File: src/uecfg_pkg.sv
/*
  Shared constants of the endpoint configuration and status block: register
  offsets, field positions, condition codes and command codes.
  Assumes a 32-bit AHB-Lite register bus and endpoints numbered 1 to 7.
*/
package uecfg_pkg;
  localparam int unsigned NUM_EP = 7;

  // Byte offsets of the registers; endpoint n sits at EP_BASE + 4 * (n - 1).
  localparam logic [7:0] EP_BASE       = 8'h00;
  localparam logic [7:0] CMD_OFFSET    = 8'h20;
  localparam logic [7:0] IRQ_STATUS    = 8'h24;
  localparam logic [7:0] IRQ_MASK      = 8'h28;
  localparam logic [7:0] ADDR_MASK     = 8'hFF;

  // Field positions of endpoint_status_config.
  localparam int unsigned PKT_MODE_BIT = 15;
  localparam int unsigned BUS_SEL_BIT  = 14;
  localparam int unsigned TOGGLE_LSB   = 12;
  localparam int unsigned COND_LSB     = 9;
  localparam int unsigned BLOCKED_BIT  = 8;
  localparam int unsigned DIR_BIT      = 7;
  localparam int unsigned TTYPE_LSB    = 2;
  localparam int unsigned ISO_LSB      = 0;
  localparam logic [31:0] ENDPOINT_REINIT_COMMAND     = 32'h0000_0000;

  // Condition codes; the remaining codes are reserved.
  localparam logic [2:0] COND_READY    = 3'h0;
  localparam logic [2:0] COND_ERROR    = 3'h2;
  localparam logic [2:0] COND_STALL    = 3'h3;
  localparam logic [2:0] COND_INVALID  = 3'h7;

  // command_register layout: endpoint number in [6:4], opcode in [3:0].
  localparam int unsigned CMD_EP_LSB   = 4;
  localparam logic [3:0] CMD_REINIT    = 4'h1;
  localparam logic [3:0] CMD_HALT      = 4'h2;

  // Interrupt status: bits 0..6 error on endpoint 1..7, bit 7 token refused.
  localparam int unsigned IRQ_NAK_BIT  = 7;
  localparam logic [7:0] IRQ_RESET     = 8'h00;

  typedef enum logic [3:0] {
    COND_S_READY   = 4'b0001,
    COND_S_ERROR   = 4'b0010,
    COND_S_STALL   = 4'b0100,
    COND_S_INVALID = 4'b1000
  } uecfg_cond_t;
endpackage

File: src/uecfg_regbus_if.sv
/*
  Internal register port between the bus slave and the register file.
  Assumes both ends run on mclk; rdata is combinational from the register file.
*/
`timescale 1ns/1ps
interface uecfg_regbus_if;
  logic        wr_en;
  logic [7:0]  wr_addr;
  logic [31:0] wr_data;
  logic [7:0]  rd_addr;
  logic [31:0] rd_data;

  modport slave_side (output wr_en, output wr_addr, output wr_data, output rd_addr,
                      input rd_data);
  modport file_side  (input wr_en, input wr_addr, input wr_data, input rd_addr,
                      output rd_data);
endinterface

File: src/uecfg_top.sv
/*
  Endpoint configuration and status register file for endpoints 1 to 7,
  with command decode, token gating and a maskable interrupt.
  Assumes an AHB-Lite master on mclk and a link engine on mclk that gives
  token, data toggle and fault pulses without synchronisation.
*/
// The register addresses and the AHB-Lite register port are this design's own decisions.
`timescale 1ns/1ps
// Operation
// A writable bit per endpoint picks single buffering at 0 and double buffering at 1.
// A writable bit per endpoint routes its FIFO over the shared bus at 0, direct path at 1.
// A read-only two-bit field shows the current data toggle: DATA0, DATA1, DATA2, MDATA.
// A read-only three-bit field shows ready 000, error 010, stall 011 or invalid 111.
// The endpoint reinit command returns that endpoint's condition to ready.
// A receive error or transmit timeout sets error, except while stall or invalid shows.
// The endpoint halt command sets that endpoint's condition to stall.
// A read-only blocked bit is 1 when transfers are refused, and tokens then get NAK.
// A writable direction bit selects OUT at 0 and IN at 1.
// A writable two-bit field selects control, isochronous, bulk or interrupt transfers.
// A writable two-bit field gives one, two or three isochronous transactions per frame.
// Software programs the register while handling set-configuration and set-interface.
// Odd endpoints are IN and take only direction 1; even endpoints are OUT, only 0.
// Software selects the direct path before it starts any bus-master transfer.
// Writes to read-only fields are ignored and reserved bits change nothing.
module uecfg_top #(
  parameter int unsigned NUM_EP    = uecfg_pkg::NUM_EP,
  parameter logic [6:0]  VALID_EPS = 7'h7F
) (
  input  wire logic                mclk,
  input  wire logic                reset,
  input  wire logic                hsel,
  input  wire logic [31:0]         haddr,
  input  wire logic [1:0]          htrans,
  input  wire logic                hwrite,
  input  wire logic [2:0]          hsize,
  input  wire logic [31:0]         hwdata,
  input  wire logic                hready,
  output logic [31:0]              hrdata,
  output logic                     hreadyout,
  output logic                     hresp,
  input  wire logic                token_valid,
  input  wire logic [2:0]          token_ep,
  output logic                     token_nak,
  output logic                     token_pass,
  input  wire logic [NUM_EP-1:0]   rx_data_error,
  input  wire logic [NUM_EP-1:0]   tx_timeout,
  input  wire logic [2*NUM_EP-1:0] toggle_state,
  output logic [NUM_EP-1:0]        ep_dual_packet,
  output logic [NUM_EP-1:0]        ep_direct_path,
  output logic [NUM_EP-1:0]        ep_dir_in,
  output logic [2*NUM_EP-1:0]      ep_transfer_type,
  output logic [2*NUM_EP-1:0]      iso_transactions_per_frame,
  output logic [NUM_EP-1:0]        ep_blocked,
  output logic                     irq
);
  uecfg_regbus_if rb ();

  logic [31:0]         slave_rdata;
  logic                slave_ready;

  // Per-endpoint software fields.
  logic [NUM_EP-1:0]   pkt_mode;
  logic [NUM_EP-1:0]   bus_sel;
  logic [NUM_EP-1:0]   dir;
  logic [1:0]          t_type   [NUM_EP];
  logic [1:0]          iso_per  [NUM_EP];

  // Per-endpoint hardware state.
  logic [2:0]          cond     [NUM_EP];
  logic [NUM_EP-1:0]   blocked;
  logic [NUM_EP-1:0]   err_evt;
  logic [NUM_EP-1:0]   reinit_pulse;
  logic [NUM_EP-1:0]   halt_pulse;

  // Interrupt registers.
  logic [7:0]          irq_status;
  logic [7:0]          irq_mask;
  logic [7:0]          irq_set;
  logic [7:0]          irq_clr;
  logic                nak_evt;

  logic                cmd_write;
  logic [2:0]          cmd_ep;
  logic [3:0]          cmd_op;

  // Endpoint number 1..NUM_EP addressed by a byte offset, or 0 when none.
  function automatic logic [2:0] ep_of_addr(input logic [7:0] a);
    logic [2:0] n;
    n = 3'h0;
    for (int i = 0; i < NUM_EP; i++) begin
      if (a == uecfg_pkg::EP_BASE + 8'(4 * i)) begin
        n = 3'(i + 1);
      end
    end
    return n;
  endfunction

  // Direction fixed by the endpoint's parity: odd endpoints are IN.
  function automatic logic fixed_dir(input int unsigned idx);
    return ((idx + 1) % 2) == 1;
  endfunction

  uecfg_ahb_slave u_slave (
    .mclk      (mclk),
    .reset     (reset),
    .hsel      (hsel),
    .haddr     (haddr),
    .htrans    (htrans),
    .hwrite    (hwrite),
    .hwdata    (hwdata),
    .hready    (hready),
    .hrdata    (slave_rdata),
    .hreadyout (slave_ready),
    .rb        (rb.slave_side)
  );

  // Bus outputs already leave flip-flops inside the slave.
  assign hrdata    = slave_rdata;
  assign hreadyout = slave_ready;

  always_ff @(posedge mclk) begin
    if (reset) begin
      hresp <= 1'b0;
    end else begin
      hresp <= 1'b0;
    end
  end

  // Command register decode; hsize is not checked since only words are used.
  assign cmd_write = rb.wr_en && (rb.wr_addr == uecfg_pkg::CMD_OFFSET);
  assign cmd_ep    = rb.wr_data[uecfg_pkg::CMD_EP_LSB +: 3];
  assign cmd_op    = rb.wr_data[3:0];

  genvar g;
  generate
    for (g = 0; g < NUM_EP; g++) begin : g_ep
      logic cfg_write;

      assign cfg_write = rb.wr_en && (ep_of_addr(rb.wr_addr) == 3'(g + 1));

      assign reinit_pulse[g] = cmd_write && (cmd_ep == 3'(g + 1)) &&
                               (cmd_op == uecfg_pkg::CMD_REINIT);
      assign halt_pulse[g]   = cmd_write && (cmd_ep == 3'(g + 1)) &&
                               (cmd_op == uecfg_pkg::CMD_HALT);

      // Only the writable fields take the bus data; the rest is discarded.
      always_ff @(posedge mclk) begin
        if (reset) begin
          pkt_mode[g] <= uecfg_pkg::ENDPOINT_REINIT_COMMAND[uecfg_pkg::PKT_MODE_BIT];
          bus_sel[g]  <= uecfg_pkg::ENDPOINT_REINIT_COMMAND[uecfg_pkg::BUS_SEL_BIT];
          t_type[g]   <= uecfg_pkg::ENDPOINT_REINIT_COMMAND[uecfg_pkg::TTYPE_LSB +: 2];
          iso_per[g]  <= uecfg_pkg::ENDPOINT_REINIT_COMMAND[uecfg_pkg::ISO_LSB +: 2];
        end else if (cfg_write) begin
          pkt_mode[g] <= rb.wr_data[uecfg_pkg::PKT_MODE_BIT];
          bus_sel[g]  <= rb.wr_data[uecfg_pkg::BUS_SEL_BIT];
          t_type[g]   <= rb.wr_data[uecfg_pkg::TTYPE_LSB +: 2];
          iso_per[g]  <= rb.wr_data[uecfg_pkg::ISO_LSB +: 2];
        end
      end

      // A direction against the endpoint's fixed one is refused.
      always_ff @(posedge mclk) begin
        if (reset) begin
          dir[g] <= uecfg_pkg::ENDPOINT_REINIT_COMMAND[uecfg_pkg::DIR_BIT];
        end else if (cfg_write &&
                     rb.wr_data[uecfg_pkg::DIR_BIT] == fixed_dir(g)) begin
          dir[g] <= rb.wr_data[uecfg_pkg::DIR_BIT];
        end
      end

      uecfg_ep_cond u_cond (
        .mclk        (mclk),
        .reset       (reset),
        .ep_valid    (VALID_EPS[g]),
        .reinit_cmd  (reinit_pulse[g]),
        .halt_cmd    (halt_pulse[g]),
        .rx_error    (rx_data_error[g]),
        .tx_timeout  (tx_timeout[g]),
        .cond        (cond[g]),
        .error_event (err_evt[g])
      );

      // Transfers are refused while the endpoint is invalid, stalled, or
      // its direction is not yet set to the fixed one.
      assign blocked[g] = (cond[g] == uecfg_pkg::COND_INVALID) ||
                          (cond[g] == uecfg_pkg::COND_STALL) ||
                          (dir[g] != fixed_dir(g));

      always_ff @(posedge mclk) begin
        if (reset) begin
          ep_dual_packet[g]                 <= 1'b0;
          ep_direct_path[g]                 <= 1'b0;
          ep_dir_in[g]                      <= 1'b0;
          ep_transfer_type[2*g +: 2]        <= 2'h0;
          iso_transactions_per_frame[2*g +: 2] <= 2'h0;
          ep_blocked[g]                     <= 1'b1;
        end else begin
          ep_dual_packet[g]                 <= pkt_mode[g];
          ep_direct_path[g]                 <= bus_sel[g];
          ep_dir_in[g]                      <= dir[g];
          ep_transfer_type[2*g +: 2]        <= t_type[g];
          iso_transactions_per_frame[2*g +: 2] <= iso_per[g];
          ep_blocked[g]                     <= blocked[g];
        end
      end
    end
  endgenerate

  // Token gating: a blocked or unknown endpoint is answered with NAK.
  always_ff @(posedge mclk) begin
    if (reset) begin
      token_nak  <= 1'b0;
      token_pass <= 1'b0;
    end else begin
      token_nak  <= nak_evt;
      token_pass <= token_valid && !nak_evt;
    end
  end

  always_comb begin
    nak_evt = 1'b0;
    if (token_valid) begin
      nak_evt = 1'b1;
      for (int i = 0; i < NUM_EP; i++) begin
        if (token_ep == 3'(i + 1) && !blocked[i]) begin
          nak_evt = 1'b0;
        end
      end
    end
  end

  // Interrupt status: sticky, write one to clear, a new event wins.
  assign irq_set = {nak_evt, 7'(err_evt)};
  assign irq_clr = (rb.wr_en && rb.wr_addr == uecfg_pkg::IRQ_STATUS) ?
                   rb.wr_data[7:0] : 8'h00;

  always_ff @(posedge mclk) begin
    if (reset) begin
      irq_status <= uecfg_pkg::IRQ_RESET;
    end else begin
      irq_status <= (irq_status & ~irq_clr) | irq_set;
    end
  end

  always_ff @(posedge mclk) begin
    if (reset) begin
      irq_mask <= uecfg_pkg::IRQ_RESET;
    end else if (rb.wr_en && rb.wr_addr == uecfg_pkg::IRQ_MASK) begin
      irq_mask <= rb.wr_data[7:0];
    end
  end

  // The output is taken from the next status, so it changes on the same edge as the status and stays a flop.
  always_ff @(posedge mclk) begin
    if (reset) begin
      irq <= 1'b0;
    end else begin
      irq <= |(((irq_status & ~irq_clr) | irq_set) & irq_mask);
    end
  end

  // Read mux; reserved bits and unmapped offsets read as zero.
  always_comb begin
    logic [2:0] n;
    n          = ep_of_addr(rb.rd_addr);
    rb.rd_data = 32'h0000_0000;
    if (n != 3'h0) begin
      for (int i = 0; i < NUM_EP; i++) begin
        if (n == 3'(i + 1)) begin
          rb.rd_data[uecfg_pkg::PKT_MODE_BIT]    = pkt_mode[i];
          rb.rd_data[uecfg_pkg::BUS_SEL_BIT]     = bus_sel[i];
          rb.rd_data[uecfg_pkg::TOGGLE_LSB +: 2] = toggle_state[2*i +: 2];
          rb.rd_data[uecfg_pkg::COND_LSB +: 3]   = cond[i];
          rb.rd_data[uecfg_pkg::BLOCKED_BIT]     = blocked[i];
          rb.rd_data[uecfg_pkg::DIR_BIT]         = dir[i];
          rb.rd_data[uecfg_pkg::TTYPE_LSB +: 2]  = t_type[i];
          rb.rd_data[uecfg_pkg::ISO_LSB +: 2]    = iso_per[i];
        end
      end
    end else if (rb.rd_addr == uecfg_pkg::IRQ_STATUS) begin
      rb.rd_data[7:0] = irq_status;
    end else if (rb.rd_addr == uecfg_pkg::IRQ_MASK) begin
      rb.rd_data[7:0] = irq_mask;
    end
  end
endmodule

File: src/uecfg_ahb_slave.sv
/*
  AHB-Lite slave front end: zero-wait writes, one-wait reads, OKAY always.
  Assumes a single master, single transfers of whole words, and hready fed
  back from this slave's hreadyout.
*/
`timescale 1ns/1ps
module uecfg_ahb_slave (
  input  wire logic        mclk,
  input  wire logic        reset,
  input  wire logic        hsel,
  input  wire logic [31:0] haddr,
  input  wire logic [1:0]  htrans,
  input  wire logic        hwrite,
  input  wire logic [31:0] hwdata,
  input  wire logic        hready,
  output logic [31:0]      hrdata,
  output logic             hreadyout,
  uecfg_regbus_if.slave_side rb
);
  logic       accept;
  logic       wr_pending;
  logic       rd_pending;
  logic [7:0] addr_q;

  assign accept = hsel && htrans[1] && hready;

  always_ff @(posedge mclk) begin
    if (reset) begin
      wr_pending <= 1'b0;
      rd_pending <= 1'b0;
      addr_q     <= 8'h00;
    end else begin
      wr_pending <= accept && hwrite;
      rd_pending <= accept && !hwrite;
      if (accept) begin
        addr_q <= haddr[7:0] & uecfg_pkg::ADDR_MASK;
      end
    end
  end

  // Reads wait one cycle so a write in the preceding data phase is visible.
  always_ff @(posedge mclk) begin
    if (reset) begin
      hreadyout <= 1'b1;
      hrdata    <= 32'h0000_0000;
    end else if (rd_pending) begin
      hreadyout <= 1'b1;
      hrdata    <= rb.rd_data;
    end else if (accept && !hwrite) begin
      hreadyout <= 1'b0;
    end
  end

  assign rb.wr_en   = wr_pending;
  assign rb.wr_addr = addr_q;
  assign rb.wr_data = hwdata;
  assign rb.rd_addr = addr_q;
endmodule

File: src/uecfg_ep_cond.sv
/*
  Condition tracker of one endpoint: ready, error, stall or invalid.
  Assumes single-cycle command and event pulses on mclk.
*/
`timescale 1ns/1ps
module uecfg_ep_cond (
  input  wire logic  mclk,
  input  wire logic  reset,
  input  wire logic  ep_valid,
  input  wire logic  reinit_cmd,
  input  wire logic  halt_cmd,
  input  wire logic  rx_error,
  input  wire logic  tx_timeout,
  output logic [2:0] cond,
  output logic       error_event
);
  uecfg_pkg::uecfg_cond_t state;
  uecfg_pkg::uecfg_cond_t next_state;
  logic                   fault;

  assign fault = rx_error || tx_timeout;

  always_comb begin
    next_state = state;
    if (!ep_valid) begin
      next_state = uecfg_pkg::COND_S_INVALID;
    end else begin
      unique case (state)
        uecfg_pkg::COND_S_READY, uecfg_pkg::COND_S_ERROR: begin
          if (halt_cmd) begin
            next_state = uecfg_pkg::COND_S_STALL;
          end else if (reinit_cmd) begin
            next_state = uecfg_pkg::COND_S_READY;
          end else if (fault) begin
            next_state = uecfg_pkg::COND_S_ERROR;
          end
        end
        uecfg_pkg::COND_S_STALL: begin
          if (reinit_cmd) begin
            next_state = uecfg_pkg::COND_S_READY;
          end
        end
        uecfg_pkg::COND_S_INVALID: begin
          next_state = uecfg_pkg::COND_S_INVALID;
        end
        default: begin
          next_state = uecfg_pkg::COND_S_INVALID;
        end
      endcase
    end
  end

  always_ff @(posedge mclk) begin
    if (reset) begin
      state <= uecfg_pkg::COND_S_READY;
    end else begin
      state <= next_state;
    end
  end

  // Stall and invalid hold their code; a fault then raises nothing.
  assign error_event = fault && ep_valid && !halt_cmd && !reinit_cmd &&
                       (state == uecfg_pkg::COND_S_READY ||
                        state == uecfg_pkg::COND_S_ERROR);

  always_comb begin
    unique case (state)
      uecfg_pkg::COND_S_READY:   cond = uecfg_pkg::COND_READY;
      uecfg_pkg::COND_S_ERROR:   cond = uecfg_pkg::COND_ERROR;
      uecfg_pkg::COND_S_STALL:   cond = uecfg_pkg::COND_STALL;
      uecfg_pkg::COND_S_INVALID: cond = uecfg_pkg::COND_INVALID;
      default:                   cond = uecfg_pkg::COND_INVALID;
    endcase
  end
endmodule

File: config.mk
export PLATFORM = sky130hd
export DESIGN_NAME = uecfg_top
export DESIGN_NICKNAME = d
export VERILOG_FILES = /design/src/uecfg_pkg.sv /design/src/uecfg_regbus_if.sv /design/src/uecfg_top.sv /design/src/uecfg_ahb_slave.sv /design/src/uecfg_ep_cond.sv
export SDC_FILE = /design/constraint.sdc
export NUM_CORES = 1
export LEC_CHECK = 0
export ABC_AREA = 1
export BUFFER_PORTS_ARGS = -buffer_cell sky130_fd_sc_hd__buf_2
export CORE_MARGIN = 1
export CORE_UTILIZATION = 45
export DETAILED_ROUTE_END_ITERATION = 16
export PLACE_DENSITY = 0.78
export SLEW_MARGIN = 20
export SYNTH_ARGS = -nofsm -noshare
export SYNTH_HDL_FRONTEND = slang
export SYNTH_SLANG_ARGS = --single-unit
File: constraint.sdc
create_clock -name mclk -period 2.05 [get_ports mclk]
set_input_delay 0.205 -clock mclk [delete_from_list [all_inputs] [get_ports mclk]]
set_output_delay 0.205 -clock mclk [all_outputs]
set_load 0.05 [all_outputs]
======== Yosys cells after proc, flatten, opt, wreduce, memory -nomap -nowiden ========
Memory sizes are Yosys's and may differ from the RTL's.
Cells that the tools add are included.
storage, ports and cells
  register bits ........................... 151
  memory bits (writable) .................. 28
  memories ................................ 2
operators by class
  equal/unequal tests ..................... 81
  multiplexer cells ....................... 115
  bitwise operators ....................... 23
  reductions and logical operators ........ 140
memory list
  memory   depth  bits a word  read ports  clocked after memory_dff  write ports  RTL line         source
  iso_per  7      2            7           0                         7            uecfg_top.sv:66  logic [1:0] iso_per [NUM_EP];
  t_type   7      2            7           0                         7            uecfg_top.sv:65  logic [1:0] t_type [NUM_EP];
operators by type and width
  cell                                                    number
  two-way mux 4 bit                                       36
  logical AND 1 bit                                       71
  two-way mux 9 bit                                       7
  case mux 3 bit (3 select lines)                         7
  equality test 3 bit (second input constant)             19
  case mux 4 bit (2 select lines)                         7
  equality test 3 x 2 -> 1 bit (second input constant)    13
  two-way mux 1 bit                                       33
  equality test 4 x 1 -> 1 bit (second input constant)    8
  equality test 4 x 2 -> 1 bit (second input constant)    8
  two-way mux 8 bit                                       4
  equality test 4 x 3 -> 1 bit (second input constant)    7
  logical OR 1 bit                                        28
  two-way mux 2 bit                                       14
  inequality test 4 x 1 -> 1 bit (second input constant)  7
  equality test 8 x 5 -> 1 bit (second input constant)    3
  equality test 8 x 6 -> 1 bit (second input constant)    3
  zero test 1 bit                                         23
  two-way mux 3 bit                                       7
  AND 8 bit                                               2
  equality test 8 x 4 -> 1 bit (second input constant)    2
  OR reduction 2 bit                                      8
  inequality test 2 x 1 -> 1 bit (second input constant)  7
  bitwise OR 1 bit                                        14
  9 further kinds                                         21

======== Longest topological paths before layout ========
Gate-level depths: netlist of run 1.
  word-level depth ........................ 18
  gate-level depth with buffers ........... 17
  gate-level depth less buffers ........... 17

======== Hierarchy ========
A second synthesis of run 1 with hierarchy kept.
unflattened totals
  cells, all modules ...................... 1253
  area, all modules ....................... 9385.3 um2
by module, submodules not included
  module           times used  cells an instance  area each (um2)  sequential area each (um2)
  uecfg_top        1           719                5439.0           2762.6
  uecfg_ep_cond    7           42                 297.8            80.1
  uecfg_ahb_slave  1           240                1861.8           860.8

======== Worst setup path before layout of run 1 ========
Ideal clock, no wire load.
  path kind ............................... register to register
  start ................................... reg u_slave.addr_q[6], in the netlist u_slave.rb.rd_addr[6]
  end ..................................... mem iso_per[3][0] (enable)
  setup time .............................. 375 ps
  data arrival time ....................... 1480 ps
  data required time ...................... 1675 ps
  slack ................................... 194 ps
  cell stages (with the launch flop) ...... 6
  cells stage by stage .................... dfxtp_1 nor2_2 nand2_2 nor4_4 inv_2 o21ai_0
RTL lines
  element                   RTL line               source
  start: declaration        uecfg_ahb_slave.sv:23  logic [7:0] addr_q;
  start signal: assignment  uecfg_ahb_slave.sv:36  addr_q <= haddr[7:0] & uecfg_pkg::ADDR_MASK;
  end: declaration          uecfg_top.sv:66

======== Worst setup path in the final report of run 1 ========
  start ................................... reg u_slave.addr_q[6], in the netlist u_slave.rb.rd_addr[6]
  end ..................................... reg u_slave.hrdata[2]
between the ends
  word-level cells in the longest chain between the ends .. 17
RTL lines
  element                         RTL line               source
  zero test 8 bit                 uecfg_top.sv:91        if (a == uecfg_pkg::EP_BASE + 8'(4 * i)) begin
  two-way mux 1 bit               uecfg_top.sv:91
  two-way mux 3 bit (6 in a row)  uecfg_top.sv:91
  equality test 3 x 1 -> 1 bit    uecfg_top.sv:269       if (n == 3'(i + 1)) begin
  two-way mux 4 bit (7 in a row)  uecfg_top.sv:269
  two-way mux 4 bit *             uecfg_top.sv:267       if (n != 3'h0) begin
  end signal: assignment          uecfg_ahb_slave.sv:48  hrdata <= rb.rd_data;
  end: declaration                uecfg_ahb_slave.sv:16  output logic [31:0] hrdata,
Mark *: on every way between the ends. The rest lies on a longest branch, timed or not.
A chain may end at the register's enable or synchronous reset.

==> metrics.cfg, run 1 <==
[sta]
fin_ws_ps=15.7
tightestPinTransition_ps=553
fmax_mhz=492
grt_setup_unrepaired=true
fin_crit_ps=2030
drv_slew=0
maxSlewHeadroom_pct=63.0
tns_ps=0
setup_violations=0
min_period_over_period_pct=99.2
hold_viol=0
timing.hold.ws_ps=21.0
fin_skew_ps=11.3

[detailed_routing]
first_pass_iters=5
num_vias=6909
drc=0
ant_nets=0
via_per_inst=5.14
drt_iter0_markers=740
avgRoutedWirePerCell_um=15.1
drt-total-wl_um=20300

[floorplan]
core_um2=15900
die-area_um2=17000
die_h_um=130
start_util_pct=46.4
num_rows=46
die_w_um=130
pin_count=199

[placement]
dpl-instance-area_um2=8500
hpwl_um=15000
dp_cells=1308
gp_congestion=0.943
port_buffers=131
pre_cts_ws_ps=23.3

[layout]
layout_commonest_cell=nand2_1
multi_input_area_um2=2960
layout-drive-gt1-share_pct=23.1
nNetsFinal=1222
final_cell_mix=166 x nand2_1, 151 x dfxtp_1, 145 x nor2_1
final_core_util_pct=57.7
area_growth_pct=24.2
final_cells=1345
antenna_cells=0
seq_area_um2=3860
fin_area_um2=9190
nFillCells=1428

[critical_path]
crit_path_max_fanout=7
worst_ep_arrival_time_ps=2380
max_stage_delay_ps=390
worstRegToRegCells=12
cp-end-kind=flop
criticalPathCategory=reg -> reg
worstPathRequired_ps=2400
crit-reg2reg-launch=u_slave.rb.rd_addr[6]$_SDFFE_PP0P_
rr_endpoint=u_slave.hrdata[2]$_SDFFE_PP0P_
crit_buf_inv=2
crit_chain=nor2_4 -> nand2_2 -> inv_1 -> nand2_2 -> buf_4 -> o22ai_1 -> a21oi_1 -> o211ai_1 -> a21oi_1 -> nand3b_1 -> nand3_1 -> nand2_1
critPathSlowestCell=dfxtp_1
cp-start-kind=flop
critical_path.top_delay_family=simple AND/OR/NAND/NOR gates
r2r_slack_ps=20

[worst_hold_path]
min_path_type=in -> reg
whs_path_depth=3
hold_path_end=u_slave.hrdata[13]$_SDFFE_PP0P_
min_from=toggle_state[13]

[yosys]
synth_area_um2=7400
syn_avg_cell_area_um2=7.84
synth_edf_count=28
yosys_warnings=0
ys_ff_latch=179
netlist-cell-type-count=42
ys_seq_area_share_pct=52.2
synth_flop_cell=dfxtp_1
postSynthCellCount=944
async_flop_share_pct=0

[cts]
cts.sinks=179
cts_tree=done
cts_max_level=4
clkTransAtPathRegs_ps=70
cts_made_buffers=17
clockRootBuffer=clkbuf_16
clock_path_buffers=2
clk_latency_ps=450

[run]
cap_viol_max_count=0

[global_routing]
grt_pass1_wl_um=30700
antenna_found_initial=0
grt_pass1_vias=6033
grt.overflow.total=0
grt_use_total_pct=24.4
grt_max_degree=93

[pwr]
peakVddDrop_mv=0.626
power_density_nw_per_um2=864
p_leak_nw=4.20
power.total_mw=7.94

[outcome]
status=finished, final reports clean

-- logic make-up (layout without fill, tap and decap cells) --
logic type,count (synthesis),after routing,synth area share [%]
buf+inv,167,336,9.53
simple gates,426,426,25.1
compound gates,171,171,13.1
flops,179,179,52.2
other cells,1,17,0.0507
-- cell usage after synthesis (all sizes together), types with 2 or more instances --
cell type | instances | area share, %
nand2 | 171 | 8.8
nor2 | 157 | 8.4
dfxtp | 151 | 41
inv | 119 | 6.1
o21ai | 67 | 4.6
nand3 | 56 | 3.9
a21oi | 53 | 3.6
edfxtp | 28 | 11
o22ai | 26 | 2.2
buf | 25 | 2.3
nor3 | 22 | 2.0
clkbuf | 18 | 0.91
a22o | 7 | 0.83
o211ai | 7 | 0.71
clkinv | 5 | 0.25
nand4 | 5 | 0.42
nor4 | 5 | 0.63
or2 | 5 | 0.42
a211oi | 3 | 0.30
nor3b | 3 | 0.30
nand3b | 2 | 0.20
o221ai | 2 | 0.24
-- registers in the layout, indices dropped and copies added, names as in the netlist, 8 cells and up --
register	cells
g_ep.u_cond.state	28
u_slave.rb.rd_addr	8
t_type	14
irq_mask	8
iso_per	14
u_slave.hrdata	16
iso_transactions_per_frame	14
irq_status	8
ep_transfer_type	14
-- timing repair --
action / 4_1_cts / 5_1_grt
hold endpoints to repair: 2 / 0
hold buffers: 2 / 0
endpoints found under the setup margin: 0 / 19
buffers inserted: 0 / 3
resized for setup: 0 / 17
-- where the power goes --
group | leakage, nW | internal (mW) | switching [mW] | total, mW
Combinational | 2.39 | 0.299 | 0.736 | 1.03
Clock | 0.289 | 1.65 | 1.52 | 3.17
Sequential | 1.52 | 3.67 | 0.0560 | 3.73
-- worst register-to-register path: cells and delay by family, from the launching register on --
kind / cells / cell delay [ps]
flops: 1 / 390
simple gates: 6 / 660
compound gates: 4 / 620
buf+inv: 2 / 260
-- worst max path at each step --
stage,start,endpoint,slack (ps),depth (start not counted)
2_1_floorplan,u_slave.rb.rd_addr[6]$_SDFFE_PP0P_,iso_per[3][0]$_SDFFCE_PN0P_,190,5
5_1_grt,u_slave.rb.rd_addr[1]$_SDFFE_PP0P_,u_slave.hrdata[11]$_SDFFE_PP0P_,-90,15
4_1_cts,u_slave.rb.rd_addr[1]$_SDFFE_PP0P_,u_slave.hrdata[2]$_SDFFE_PP0P_,20,12
6_report,u_slave.rb.rd_addr[6]$_SDFFE_PP0P_,u_slave.hrdata[2]$_SDFFE_PP0P_,20,12
3_5_place_dp,u_slave.rb.rd_addr[1]$_SDFFE_PP0P_,u_slave.hrdata[2]$_SDFFE_PP0P_,20,12
3_3_place_gp,u_slave.rb.rd_addr[0]$_SDFFE_PP0P_,u_slave.hrdata[3]$_SDFFE_PP0P_,80,10
-- layout make-up --
| type | count | share of cell area [%] |
|---|---|---|
| tap | 216 | 2.94 |
| clock inverter | 14 | 1.48 |
| timing repair buffer | 180 | 11.5 |
| multi-input combinational | 614 | 32.2 |
| inverter | 124 | 5.12 |
| clock buffer | 18 | 4.78 |
| sequential | 179 | 42.0 |
-- layer usage --
metal  share of wire, %  global-route usage, %  vias to the layer above  wire length [um]
li1                   -                      -                     3400                 -
met1                 43                   32.8                     3104              8690
met2                 44                   36.9                      355              8970
met3                9.2                   5.29                       50              1860
met4                3.7                   12.0                        0               743
met5                  0                      0                        -                 0
No activity file was read; power rests on OpenSTA's default activity.
==> run 2: changes to the inputs <==
==> constraint.sdc (replaced) <==
create_clock -name mclk -period 2.05 [get_ports mclk]
set_input_delay 0.5125 -clock mclk [delete_from_list [all_inputs] [get_ports mclk]]
set_output_delay 0.5125 -clock mclk [all_outputs]
set_load 0.05 [all_outputs]
==> run 2 against run 1 <==
Effect of this change: register-to-register slack improved by 80 ps; sequential power barely moved; clock skew rose by 0.76 ps; sequential cell count did not move; final cell count rose by 1.7%; non-clock buffer count rose by 23; largest cell class unchanged; fmax rose by 4.0%; largest power group unchanged; critical endpoint is now u_slave.hrdata[9]$_SDFFE_PP0P_; power rose by 2.7%; worst hold slack improved by 240 ps; sequential share of layout area fell by 1.3 points.
==> metrics.cfg, run 2 (synthesized netlist as in run 1, its figures left out) <==
[detailed_routing]
avgRoutedWirePerCell_um=15.3
num_vias=7054
via_per_inst=5.16
drt-total-wl_um=20900
drc=0
first_pass_iters=6
drt_iter0_markers=952
ant_nets=0

[layout]
largest-register=g_ep.u_cond.state
layout_commonest_cell=nand2_1
nNetsFinal=1245
final_core_util_pct=59.5
area_growth_pct=28.1
nFillCells=1329
final_cell_mix=161 x nand2_1, 150 x dfxtp_1, 145 x nor2_1
reg_top3=g_ep.u_cond.state (28), u_slave.hrdata (16)
layout-drive-gt1-share_pct=25.7
fin_area_um2=9480
largest_register_ffs=28
antenna_cells=0

[sta]
min_period_over_period_pct=95.5
setup_violations=0
fin_skew_ps=12.0
drv_slew=0
hold_viol=0
grt_setup_unrepaired=true
fmax_mhz=511
timing.hold.ws_ps=263
fin_ws_ps=93.1
tns_ps=0
fin_crit_ps=1960

[placement]
port_buffers=131
dpl-instance-area_um2=8680
gp_congestion=0.906
hpwl_um=15000
pre_cts_ws_ps=-84.8

[floorplan]
num_rows=46
core_um2=15900
pin_count=199
die-area_um2=17000
die_w_um=130
die_h_um=130
start_util_pct=46.4

[pwr]
power_density_nw_per_um2=860
combPwrFrac_pct=13.4
p_leak_nw=4.35
power.switching_mw=2.35
internal_power_mw=5.80
switching_share_pct=28.8
seq_power_share_pct=45.8
peakVddDrop_mv=0.633
power_frac_clock_pct=40.8

[worst_hold_path]
whs_path_depth=2
min_path_type=in -> reg

[outcome]
status=finished, final reports clean

[critical_path]
crit_path_max_fanout=9
worst_ep_arrival_time_ps=2300
worstPathRequired_ps=2390
criticalPathCategory=reg -> reg
cp-end-kind=flop
cp-start-kind=flop
worstRegToRegCells=12

[cts]
clockRootBuffer=clkbuf_16
cts_max_level=4
cts_tree=done
cts.sinks=179
clock_path_buffers=2
clk_latency_ps=440
cts_made_buffers=17
clkTransAtPathRegs_ps=70

[global_routing]
antenna_found_initial=0
grt_use_total_pct=24.7
grt_max_degree=93
grt_pass1_wl_um=31300
grt.overflow.total=0
grt_pass1_vias=6183

[run]
cap_viol_max_count=0

-- run 2: through the flow --
step	power, mW	std cells
global route	8.41	1368
detailed placement	4.83	1330
CTS	8.10	1363
global placement	4.81	1330
finish	8.15	1368
floorplan	4.48	960
-- run 2: worst paths after layout --
kind	from	endpoint	slack [ps]
worst max-delay path	u_slave.rb.rd_addr[5]$_SDFFE_PP0P_	u_slave.hrdata[9]$_SDFFE_PP0P_	90
worst min register to register	u_slave.hrdata[11]$_SDFFE_PP0P_	u_slave.hrdata[11]$_SDFFE_PP0P_	450
worst max register to register	u_slave.rb.rd_addr[5]$_SDFFE_PP0P_	u_slave.hrdata[9]$_SDFFE_PP0P_	90
worst min-delay path	hwrite	u_slave.rd_pending$_SDFF_PP0_	260
-- run 2: worst max-delay path, cell delays in order, from the launching register on --
cell and delay [ps]:
dfxtp_1 320, buf_4 160, nor3_4 270, inv_1 80, nor2_1 270, buf_4 240
nand2_1 90, nand2_1 90, nand2_1 60, nand2_1 100, nand2_1 60, nand2_1 70
nand2_1 50
-- run 2: power groups by stage --
stage | sequential, mW | clock, mW | combinational, mW
4_1_cts | 3.73 | 3.34 | 1.03
6_report | 3.73 | 3.33 | 1.09
5_1_grt | 3.74 | 3.49 | 1.18
3_5_place_dp | 3.81 | 0 | 1.02
2_1_floorplan | 3.91 | 0 | 0.567
3_3_place_gp | 3.81 | 0 | 1.01
-- run 2: repair_timing --
action	CTS	global route
hold buffers	0	0
setup buffers	1	5
resized for setup	2	35
setup endpoints to repair	3	24
pin swaps	0	7
-- run 2: routing by layer --
layer	vias up	global-route usage (%)	wire length, um
met5	-	0	0
met4	0	11.3	657
met3	45	5.70	2020
met2	405	38.0	9430
met1	3154	33.1	8800
li1	3450	-	-
-- run 2: layout make-up --
type | count | area (um^2) | area share, %
sequential | 179 | 3860 | 40.8
multi-input combinational | 614 | 3030 | 31.9
timing repair buffer | 203 | 1230 | 13.0
clock buffer | 20 | 489 | 5.16
inverter | 124 | 470 | 4.96
tap | 216 | 270 | 2.85
clock inverter | 12 | 128 | 1.35
==> run 3: changes to the inputs <==
ABC_AREA = not set   (was 1)
CORE_MARGIN = not set   (was 1)
PLACE_DENSITY = 0.77   (was 0.78)
==> run 3 against run 2 <==
Effect of this change: the run now ends with setup timing left; clock skew is 1.1 ps lower; die area up 9.4%; highest routed layer unchanged; combinational power increased by 7%; register-to-register slack worse by 98 ps; critical endpoint is now g_ep[6].u_cond.state[0]$_SDFFE_PP1P_.
==> metrics.cfg, run 3 <==
[outcome]
status=finished with violations
violations=setup timing

[floorplan]
die_h_um=136
num_rows=48
pin_count=199
die-area_um2=18600
core_um2=17400
start_util_pct=46.5
die_w_um=136

[detailed_routing]
drt-total-wl_um=23600
first_pass_iters=6
ant_nets=0
avgRoutedWirePerCell_um=18.1
num_vias=7380
drt_iter0_markers=679
via_per_inst=5.66
drc=0

[critical_path]
cp-start-kind=flop
max_stage_delay_ps=360
crit_chain=nor4b_4 -> buf_12 -> nand4_1 -> buf_6 -> o31ai_2 -> buf_4 -> nor3_1 -> a221o_1
crit_buf_inv=3
criticalPathCategory=reg -> reg
worst_ep_arrival_time_ps=2380
critical_path.top_delay_family=compound AO/OA/AOI/OAI gates
crit_path_max_fanout=11
critPathSlowestCell=dfxtp_2
worstPathRequired_ps=2370
cp-end-kind=flop
r2r_slack_ps=-5

[global_routing]
grt_pass1_vias=6745
grt_pass1_wl_um=35700
antenna_found_initial=0
grt.overflow.total=0
grt_use_total_pct=25.9
grt_max_degree=53

[yosys]
yosys_warnings=0
netlist_top_cells_count=151 x dfxtp_1, 71 x nor2_1, 70 x nand2_1
synth_area_leader_cell=dfxtp_1
postSynthCellCount=857
syn_avg_cell_area_um2=9.46
synth.area.top_cells=dfxtp_1 37%, edfxtp_1 10%, nor2b_1 4.2%
async_flop_share_pct=0
synth.most_common_cell=dfxtp_1
ys_seq_area_share_pct=47.7
ys_ff_latch=179
synth_area_um2=8110
synth_flop_cell=dfxtp_1
netlist-cell-type-count=74
synth_edf_count=28
synth_top_area_share_pct=37.3

[cts]
clockRootBuffer=clkbuf_16
cts_made_buffers=17
clock_path_buffers=2
hold_buffers=0
cts_max_level=4
clkTransAtPathRegs_ps=70
cts_tree=done
cts.sinks=179
clk_latency_ps=440

[sta]
maxSlewHeadroom_pct=51.1
grt_setup_unrepaired=true
drv_slew=0
tns_ps=-5.18
fin_ws_ps=-5.18
min_period_over_period_pct=100
hold_viol=0
setup_violations=1
tightestPinTransition_ps=724
fmax_mhz=487
fin_crit_ps=2060
fin_skew_ps=10.9

[layout]
fin_area_um2=10200
largest_register_ffs=28
nNetsFinal=1171
layout_commonest_cell=dfxtp_1
largest-register=g_ep.u_cond.state
nFillCells=1482
final_cell_mix=143 x dfxtp_1, 130 x buf_2, 113 x buf_4
reg_top3=g_ep.u_cond.state (28), u_slave.hrdata (16)
antenna_cells=0
area_growth_pct=26.0
layout-drive-gt1-share_pct=30.4

[pwr]
power_density_nw_per_um2=783
power.total_mw=7.99
peakVddDrop_mv=0.705
p_leak_nw=4.35

[worst_hold_path]
min_path_type=in -> reg

[run]
cap_viol_max_count=0

[placement]
gp_congestion=0.941
pre_cts_ws_ps=-141
hpwl_um=18000
port_buffers=131
dpl-instance-area_um2=9580

run 3: path summary, 6_finish.rpt:
path / from / endpoint / depth (start not counted)
worst min-delay path: hwrite / u_slave.rd_pending$_SDFF_PP0_ / 2
worst max-delay path: u_slave.rb.rd_addr[6]$_SDFFE_PP0P_ / g_ep[6].u_cond.state[0]$_SDFFE_PP1P_ / 8
worst min register to register: u_slave.hrdata[13]$_SDFFE_PP0P_ / u_slave.hrdata[13]$_SDFFE_PP0P_ / 1
worst max register to register: u_slave.rb.rd_addr[6]$_SDFFE_PP0P_ / g_ep[6].u_cond.state[0]$_SDFFE_PP1P_ / 8
run 3: layout make-up:
type | instances | area (um^2) | share of cell area (%)
Clock buffer | 18 | 429 | 4.20
Clock inverter | 14 | 118 | 1.15
Inverter | 16 | 60.1 | 0.588
Multi-Input combinational cell | 605 | 3900 | 38.2
Sequential cell | 179 | 3880 | 37.9
Tap cell | 225 | 282 | 2.76
Timing Repair Buffer | 246 | 1550 | 15.2
run 3: stage by stage:
stage	hold WS (ps)	utilization (%)	instances
global route	273	58.6	1303
global placement	429	55.0	1269
CTS	268	58.2	1302
detailed placement	442	55.0	1269
finish	283	58.6	1303
floorplan	445	-	873
run 3: power breakdown:
group	switching (mW)	total, mW	leakage (nW)	internal (mW)
Combinational	0.758	1.17	2.55	0.409
Sequential	0.0912	3.77	1.53	3.68
Clock	1.46	3.06	0.270	1.59
run 3: cell families after synthesis:
group / count (synthesis) / share of synthesized area [%]
other cells: 1 / 0.0463
buf+inv: 89 / 5.70
flops: 179 / 47.7
compound gates: 197 / 16.8
mux: 21 / 3.21
simple gates: 355 / 24.9
xor+xnor: 15 / 1.62
run 3: timing repair:
action / CTS / global route
setup buffers: 1 / 1
pin swaps: 0 / 6
gates resized for setup: 6 / 21
endpoints found under the setup margin: 20 / 35
run 3: per-layer routing:
metal,global-route usage (%),vias up,share of wire [%]
met5,0,-,0
li1,-,3476,-
met4,11.8,0,3.0
met3,5.82,53,8.9
met2,41.9,395,46
met1,32.8,3456,42
